### src/include/srf_defs.svh
// Constants for the service request and special function decoder
`ifndef SRF_DEFS_SVH
`define SRF_DEFS_SVH

// Status byte field positions (bit 1 of the byte is index 0)
`define SRF_BIT_DATA_READY  0
`define SRF_BIT_CODE_ERROR  1
`define SRF_BIT_INSTR_ERROR 2
`define SRF_BIT_RQS         6
// Condition weights in the enable suffix
`define SRF_W_DATA_READY    3'h1
`define SRF_W_CODE_ERROR    3'h2
`define SRF_W_INSTR_ERROR   3'h4
`define SRF_MASK_RESET      3'h2
// Special function codes
`define SRF_PFX_DIRECT      7'h00
`define SRF_PFX_USER_LAST   7'h27
`define SRF_PFX_SERV_FIRST  7'h28
`define SRF_PFX_SERV_LAST   7'h63
`define SRF_PFX_SRQ_ENABLE  7'h16
`define SRF_PFX_RESOLUTION  7'h10
`define SRF_PFX_VIEW_LAST   7'h08
`define SRF_SFX_FULL_RES    7'h01
// Code flash time on the display
`define SRF_FLASH_NS        500
`define SRF_CLK_NS          5
`define SRF_FLASH_CYC       (`SRF_FLASH_NS / `SRF_CLK_NS)

`endif

### src/include/srf_pkg.sv
// Types for the service request and special function decoder
package srf_pkg;

	typedef enum logic [2:0] {
		SRF_MODE_AUTO    = 3'h1,
		SRF_MODE_USER    = 3'h2,
		SRF_MODE_SERVICE = 3'h4
	} srf_mode_t;

	typedef enum logic [3:0] {
		SRF_DISP_MEAS    = 4'h1,
		SRF_DISP_FLASH   = 4'h2,
		SRF_DISP_REQ     = 4'h4,
		SRF_DISP_ACTUAL  = 4'h8
	} srf_disp_t;

	typedef enum logic [1:0] {
		SRF_CLASS_DIRECT  = 2'h0,
		SRF_CLASS_USER    = 2'h1,
		SRF_CLASS_SERVICE = 2'h2,
		SRF_CLASS_BAD     = 2'h3
	} srf_class_t;

endpackage

### src/rtl/srf_setting_mem.sv
// Settings store for special function prefixes 1 to 8
`timescale 1ns/1ps

module srf_setting_mem (
	// Clock and reset
	input  wire logic       clk,
	input  wire logic       rstn,
	// Write side
	input  wire logic       wr_en,
	input  wire logic [2:0] wr_addr,
	input  wire logic [6:0] wr_data,
	// Read side
	input  wire logic [2:0] rd_addr,
	output logic      [6:0] rd_data
);
	logic [6:0] mem_r [8];

	always_ff @(posedge clk or negedge rstn) begin
		if (!rstn) begin
			for (int i = 0; i < 8; i++) begin
				mem_r[i] <= 7'h00;
			end
			rd_data <= 7'h00;
		end else begin
			if (wr_en) begin
				mem_r[wr_addr] <= wr_data;
			end
			rd_data <= mem_r[rd_addr];
		end
	end
endmodule

### src/rtl/srf_service_request.sv
// Status byte, service request and special function decoder
//
// Overview of operation
// RQ1 - Status byte: data ready bit1, code error bit2, instrument error bit3, RQS bit7.
// RQ2 - Enabled condition sets its status bit and the RQS flag.
// RQ3 - Enabled condition also drives the bus service request line true.
// RQ4 - Service request enable code flashes briefly, then measurement display returns.
// RQ5 - Address display shows whether a service request is pending.
// RQ6 - Codes arrive as prefix, decimal point and suffix, parsed as such.
// RQ7 - Prefix 0 selects direct control; errors and safeguards suppressed.
// RQ8 - Prefixes 1 to 39 are user functions; error reporting stays on.
// RQ9 - Prefixes 40 to 99 are service functions; most safeguards dropped.
// RQ10 - Automatic operation command leaves direct control or service function.
// RQ11 - First shift plus notch tune press shows requested settings 1 to 8.
// RQ12 - Second press shows actual settings of functions in automatic mode.
// RQ13 - Any key except local or shift clears the special displays.
// RQ14 - Power up with full resolution 16.1; 16.0 rounds low ratios.
// RQ15 - Enable mask is weight sum; code error always enabled.
// RQ16 - Status and request hold until poll, bus clear or controller clear.
// RQ17 - Bus clear or controller clear also disables the enable mask.
// RQ18 - Automatic operation leaves pending request and status unchanged.
// RQ19 - Service request line drops together with the RQS flag.
`timescale 1ns/1ps
`include "srf_defs.svh"

module srf_service_request (
	// Clock and reset
	input  wire logic                 clk,
	input  wire logic                 rstn,
	// Special function code, one cycle strobe
	input  wire logic                 code_valid,
	input  wire logic [6:0]           code_prefix,
	input  wire logic [6:0]           code_suffix,
	input  wire logic                 code_has_point,
	// Bus commands
	input  wire logic                 auto_op_cmd,
	input  wire logic                 bus_clear,
	input  wire logic                 ctrl_clear,
	input  wire logic                 serial_poll,
	// Condition events
	input  wire logic                 ev_data_ready,
	input  wire logic                 ev_instr_error,
	// Front panel keys
	input  wire logic                 key_shift_notch,
	input  wire logic                 key_other,
	input  wire logic                 key_addr_disp,
	// Actual automatic settings for read back
	input  wire logic [6:0]           actual_setting,
	// Status and bus line
	output logic      [7:0]           status_byte,
	output logic                      srq_line,
	// Mode and display
	output srf_pkg::srf_mode_t        func_mode,
	output logic                      safeguards_off,
	output logic                      errors_suppressed,
	output srf_pkg::srf_disp_t        disp_state,
	output logic      [13:0]          disp_code,
	output logic      [6:0]           disp_setting,
	output logic                      disp_srq_pending,
	output logic                      full_resolution
);
	import srf_pkg::*;

	// ===================================================
	// Code classification
	function automatic srf_class_t classify(input logic [6:0] pfx);
		if (pfx == `SRF_PFX_DIRECT) begin
			return SRF_CLASS_DIRECT;
		end else if (pfx <= `SRF_PFX_USER_LAST) begin
			return SRF_CLASS_USER;
		end else if (pfx <= `SRF_PFX_SERV_LAST) begin
			return SRF_CLASS_SERVICE;
		end
		return SRF_CLASS_BAD;
	endfunction

	// ===================================================
	// State
	typedef struct packed {
		logic [2:0]  stat;
		logic        rqs;
		logic [2:0]  mask;
		srf_mode_t   mode;
		srf_disp_t   disp;
		logic [13:0] code;
		logic [7:0]  flash_cnt;
		logic [2:0]  view_idx;
		logic        full_res;
		logic        addr_disp;
	} srf_state_t;

	srf_state_t st_r;
	srf_state_t st_nxt;

	srf_class_t code_class;
	logic       code_err;
	logic       code_ok;
	logic [2:0] cond;
	logic       mem_wr;
	logic [6:0] mem_rd;

	srf_setting_mem u_mem (
		.clk     (clk),
		.rstn    (rstn),
		.wr_en   (mem_wr),
		.wr_addr (code_prefix[2:0] - 3'h1),
		.wr_data (code_suffix),
		.rd_addr (st_r.view_idx),
		.rd_data (mem_rd)
	);

	// ===================================================
	// Next state
	always_comb begin
		st_nxt     = st_r;
		code_class = classify(code_prefix);
		// Malformed codes are code errors
		code_err   = code_valid && (!code_has_point || code_class == SRF_CLASS_BAD); // [RQ6]
		code_ok    = code_valid && !code_err;
		mem_wr     = code_ok && code_prefix != 7'h00 && code_prefix <= `SRF_PFX_VIEW_LAST;
		cond       = {ev_instr_error, code_err, ev_data_ready} & st_r.mask; // [RQ15]

		// Clear by poll, bus clear or controller clear; auto op has no effect here
		if (serial_poll || bus_clear || ctrl_clear) begin // [RQ16] [RQ18]
			st_nxt.stat = 3'h0;
			st_nxt.rqs  = 1'b0; // [RQ19]
		end
		if (bus_clear || ctrl_clear) begin
			st_nxt.mask = `SRF_MASK_RESET; // [RQ17]
		end
		// Set wins over clear
		if (cond != 3'h0) begin
			st_nxt.stat = st_nxt.stat | cond; // [RQ2]
			st_nxt.rqs  = 1'b1; // [RQ3]
		end

		if (code_ok) begin
			unique case (code_class)
				SRF_CLASS_DIRECT:  st_nxt.mode = SRF_MODE_SERVICE; // [RQ7]
				SRF_CLASS_SERVICE: st_nxt.mode = SRF_MODE_SERVICE; // [RQ9]
				default:           st_nxt.mode = SRF_MODE_USER; // [RQ8]
			endcase
			if (code_prefix == `SRF_PFX_SRQ_ENABLE && !(bus_clear || ctrl_clear)) begin
				st_nxt.mask = code_suffix[2:0] | `SRF_W_CODE_ERROR; // [RQ15]
			end
			if (code_prefix == `SRF_PFX_RESOLUTION) begin
				st_nxt.full_res = (code_suffix == `SRF_SFX_FULL_RES); // [RQ14]
			end
			if (code_prefix == `SRF_PFX_SRQ_ENABLE) begin
				st_nxt.disp      = SRF_DISP_FLASH; // [RQ4]
				st_nxt.code      = {code_prefix, code_suffix};
				st_nxt.flash_cnt = 8'(`SRF_FLASH_CYC);
			end
		end
		if (auto_op_cmd) begin
			st_nxt.mode = SRF_MODE_AUTO; // [RQ10]
		end

		unique case (st_r.disp)
			SRF_DISP_FLASH: begin
				if (!(code_ok && code_prefix == `SRF_PFX_SRQ_ENABLE)) begin
					if (st_r.flash_cnt == 8'h01) begin
						st_nxt.disp = SRF_DISP_MEAS; // [RQ4]
					end
					st_nxt.flash_cnt = st_r.flash_cnt - 8'h01;
				end
			end
			SRF_DISP_MEAS: begin
				if (key_shift_notch) begin
					st_nxt.disp     = SRF_DISP_REQ; // [RQ11]
					st_nxt.view_idx = 3'h0;
				end
			end
			SRF_DISP_REQ: begin
				st_nxt.view_idx = st_r.view_idx + 3'h1;
				if (key_other) begin
					st_nxt.disp = SRF_DISP_MEAS; // [RQ13]
				end else if (key_shift_notch) begin
					st_nxt.disp = SRF_DISP_ACTUAL; // [RQ12]
				end
			end
			SRF_DISP_ACTUAL: begin
				if (key_other) begin
					st_nxt.disp = SRF_DISP_MEAS; // [RQ13]
				end
			end
			default: st_nxt.disp = SRF_DISP_MEAS;
		endcase

		if (key_addr_disp) begin
			st_nxt.addr_disp = 1'b1; // [RQ5]
		end else if (key_other) begin
			st_nxt.addr_disp = 1'b0;
		end
	end

	// ===================================================
	// Registers
	always_ff @(posedge clk or negedge rstn) begin
		if (!rstn) begin
			st_r <= '{stat: 3'h0, rqs: 1'b0, mask: `SRF_MASK_RESET, mode: SRF_MODE_AUTO,
			          disp: SRF_DISP_MEAS, code: 14'h0000, flash_cnt: 8'h00,
			          view_idx: 3'h0, full_res: 1'b1, addr_disp: 1'b0}; // [RQ14]
			status_byte       <= 8'h00;
			srq_line          <= 1'b0;
			func_mode         <= SRF_MODE_AUTO;
			safeguards_off    <= 1'b0;
			errors_suppressed <= 1'b0;
			disp_state        <= SRF_DISP_MEAS;
			disp_code         <= 14'h0000;
			disp_setting      <= 7'h00;
			disp_srq_pending  <= 1'b0;
			full_resolution   <= 1'b1;
		end else begin
			st_r              <= st_nxt;
			status_byte       <= {1'b0, st_nxt.rqs, 3'h0, st_nxt.stat}; // [RQ1]
			srq_line          <= st_nxt.rqs; // [RQ3] [RQ19]
			func_mode         <= st_nxt.mode;
			safeguards_off    <= st_nxt.mode == SRF_MODE_SERVICE; // [RQ7] [RQ9]
			errors_suppressed <= st_nxt.mode == SRF_MODE_SERVICE &&
			                     code_ok && code_class == SRF_CLASS_DIRECT ? 1'b1 :
			                     st_nxt.mode == SRF_MODE_SERVICE ? errors_suppressed : 1'b0;
			disp_state        <= st_nxt.disp;
			disp_code         <= st_nxt.code;
			disp_setting      <= st_nxt.disp == SRF_DISP_ACTUAL ? actual_setting : mem_rd; // [RQ12]
			disp_srq_pending  <= st_nxt.addr_disp && st_nxt.rqs; // [RQ5]
			full_resolution   <= st_nxt.full_res;
		end
	end
endmodule

### config.mk
export PLATFORM = sky130hd
export DESIGN_NAME = srf_service_request
export DESIGN_NICKNAME = d
export VERILOG_FILES = /design/src/include/srf_pkg.sv /design/src/rtl/srf_setting_mem.sv /design/src/rtl/srf_service_request.sv
export VERILOG_INCLUDE_DIRS = /design/src /design/src/include
export SDC_FILE = /design/constraint.sdc
export NUM_CORES = 1
export LEC_CHECK = 0
export BUFFER_PORTS_ARGS = -buffer_cell sky130_fd_sc_hd__buf_4
export CAP_MARGIN = 10
export CORE_UTILIZATION = 58
export CTS_CLUSTER_DIAMETER = 150
export DETAILED_ROUTE_END_ITERATION = 10
export GPL_TIMING_DRIVEN = 0
export PLACE_DENSITY_LB_ADDON = 0.1
export SYNTH_ARGS = -nofsm -noshare
export SYNTH_HDL_FRONTEND = slang
export SYNTH_HIERARCHICAL = 1
export SYNTH_SLANG_ARGS = --single-unit
export TNS_END_PERCENT = 20
### constraint.sdc
create_clock -name clk -period 2.2 [get_ports clk]
set_input_delay 0.22 -clock clk [delete_from_list [all_inputs] [get_ports clk]]
set_output_delay 0.22 -clock clk [all_outputs]
set_load 0.01 [all_outputs]
==> metrics.yaml <==
first_global_vias: 3737
antenna_found_initial: 0
synth.cell_area_sq_um: 5490
root_buffer: "clkbuf_8"
coreArea_sq_um: 9200
layout_commonest_cell: "dfrtp_1"
max_stage_delay_ns: 0.63
seqPwrFrac_pct: 40.0
dr.pass1.iters: 4
most-common-layout-cells: "dfrtp_1, buf_4, mux2_2"
ys.flop_type: "dfrtp_1"
fin_util_pct: 75.5
yosysSeqAreaShare_pct: 52.1
place_area_sq_um: 6190
synthArstFlopShare_pct: 100
synth_area_per_cell_sq_um: 13.1
worstPathMaxFanout: 8
fin_nets: 573
pin_count: 75
slew_headroom_pct: 53.6
setup_viol: 0
hold_viol_final: 0
path_clk_slew_ns: 0.06
p_int_uw: 4390
synthTopCellsByArea: "dfrtp_1, mux2_2, mux4_1, buf_4, nand2_1"
grt_pass1_wl_um: 18700
synthCells: 420
setup.worst_path.end_class: "flop"
yosysWarnings: 6
drc: 0
cts_tree: "done"
synth_edf_count: 0
die_w_um: 99.3
grt_util_met1_pct: 32.9
synth_top_area_cell: "dfrtp_1"
power.leakage_uw: 0.00349
critPathBufInv: 1
clk_path_buf_depth: 2
ant_nets: 0
hold_class: "input port to flop"
dp_slack_ns: -0.215
setup_slack_ns: 0.151
critPathSlowestCell: "nor4_1"
powerDensity_nw_per_um2: 858
n_fill_cell: 600
crit_type: "flop to flop"
num_vias: 3702
status: "finished clean"
vias_per_cell: 5.64
swShare_pct: 26.3
cts.repair.resized: 0
clk_latency_ns: 0.51
gp_congestion: 0.815
grt_use_total_pct: 25.4
rsz0062_at_grt: "no"
arrival_ns: 2.45
grt_use_met3_pct: 6.18
tightestPinTransition_ns: 0.689
numClockSinks: 114
diodes: 0
finalCritPeriodShare_pct: 93.1
p_comb_share_pct: 17.5
max_freq_ghz: 0.488
tns_ns: 0
wl_um: 11400
drt_iter0_markers: 182
grt-busiest-layer: "met2"
fin_crit_ns: 2.05
use_met2_pct: 41.5
power_frac_clock_pct: 42.6
io_buffers: 70
crit_chain: "nor4_1 -> a21bo_1 -> a32o_1 -> buf_6 -> mux2_4"
r2r_setup_slack_ns: 0.15
grt.overflow.total: 0
grt_max_degree: 65
die_area_sq_um: 9860
cts_buffers: 17
die_h_um: 99.3
ys_types: 53
maxSlewViolCount: 0
final_area_sq_um: 6940
dp_hpwl_um: 7520
initial_core_util_pct: 59.7
ctsHtreeMaxLevel: 4
layout-drive-gt1-share_pct: 41.3
avgRoutedWirePerCell_um: 17.4
clock_skew_ns: 0.00605
synth_seq_cells: 114
start_kind: "flop"
irDropWorstVdd_mv: 0.675
synth_top_area_share_pct: 50.1
cap_violations: 0
p_switching_uw: 1570
critPathTopFamily: "simple AND/OR/NAND/NOR gates"
rows: 35
crit_required_ns: 2.60
areaGrowthSynthToFinish_pct: 26.5
## sequential cells by signal (all words and copies together), names as in the netlist
signal,flops
safeguards_off,1
disp_srq_pending,1
st_r,39
disp_setting,7
status_byte,2
errors_suppressed,1
u_mem/rd_data,7
u_mem/mem_r,56
## worst min-delay path, stage by stage
cell     delay [ns]
buf_4          0.16
nand2_1        0.07
nand2_1        0.04
## synth_stat cells, drive strengths merged, types with 3 or more instances
library cell,n
nor2b,3
nor2,15
buf,39
ha,7
nor4b,4
a211oi,3
o21ai,12
nor4bb,3
inv,8
nor3,4
and2,3
mux2,73
a21o,5
mux4,14
nand3,4
nand2,38
dfrtp,110
xnor2,3
xor2,6
a21oi,9
nand4b,6
clkbuf,8
nand2b,7
dfstp,4
## metrics by stage
stage / hold WS (ns) / std cells / total power (uW)
finish: 0.0204 / 656 / 5960
detailed placement: 0.297 / 605 / 3430
floorplan: -0.0756 / 423 / 3070
global placement: 0.412 / 604 / 3390
CTS: 0.000758 / 656 / 6010
global route: 0.00903 / 656 / 6210
## path summary, 6_finish.rpt
check | startpoint | endpoint | cells after the start
setup / recovery | st_r[9] | disp_setting[1] | 5
hold / removal | code_suffix[1] | st_r[14] | 3
setup reg to reg | st_r[9] | disp_setting[1] | 5
hold reg to reg | st_r[24] | st_r[24] | 1
max in group asynchronous | rstn | st_r[1] | 3
min in group asynchronous | rstn | st_r[23] | 2
## timing repair
action | in CTS | in global routing
hold endpoints to repair | 70 | 0
setup buffers | 0 | 0
hold buffers | 19 | 0
## logic make-up (layout without fill, tap and decap cells)
family / Yosys count / after routing / share of synthesized area (%)
flops: 114 / 114 / 52.1
simple gates: 106 / 106 / 11.2
mux: 87 / 87 / 22.2
buf+inv: 55 / 177 / 6.54
compound gates: 41 / 41 / 4.95
xor+xnor: 9 / 9 / 1.44
fa+ha+maj: 7 / 7 / 1.60
other cells: 1 / 4 / 0.0683
## routing by layer
layer  routed length [um]  part of all wire, %
met1                 5070                   44
met2                 5670                   50
met3                  504                  4.4
met4                  156                  1.4
met5                    0                    0
## power by group through the flow
| stage | clock [uW] | sequential, uW | combinational [uW] |
|---|---|---|---|
| 6_report | 2540 | 2380 | 1040 |
| 5_1_grt | 2690 | 2400 | 1120 |
| 4_1_cts | 2580 | 2380 | 1050 |
| 3_5_place_dp | 0 | 2420 | 1020 |
| 3_3_place_gp | 0 | 2400 | 987 |
| 2_1_floorplan | 0 | 2400 | 672 |
## cell type report
type | instances | area (sq um) | share of cell area, %
Clock buffer | 18 | 428 | 6.16
Tap cell | 111 | 139 | 2.00
Timing Repair Buffer | 90 | 743 | 10.7
Clock inverter | 14 | 131 | 1.89
Inverter | 8 | 30.0 | 0.433
Multi-Input combinational cell | 254 | 2280 | 32.9
Buffer | 47 | 329 | 4.74
Sequential cell | 114 | 2860 | 41.2
No activity file was read; power rests on OpenSTA's default activity.
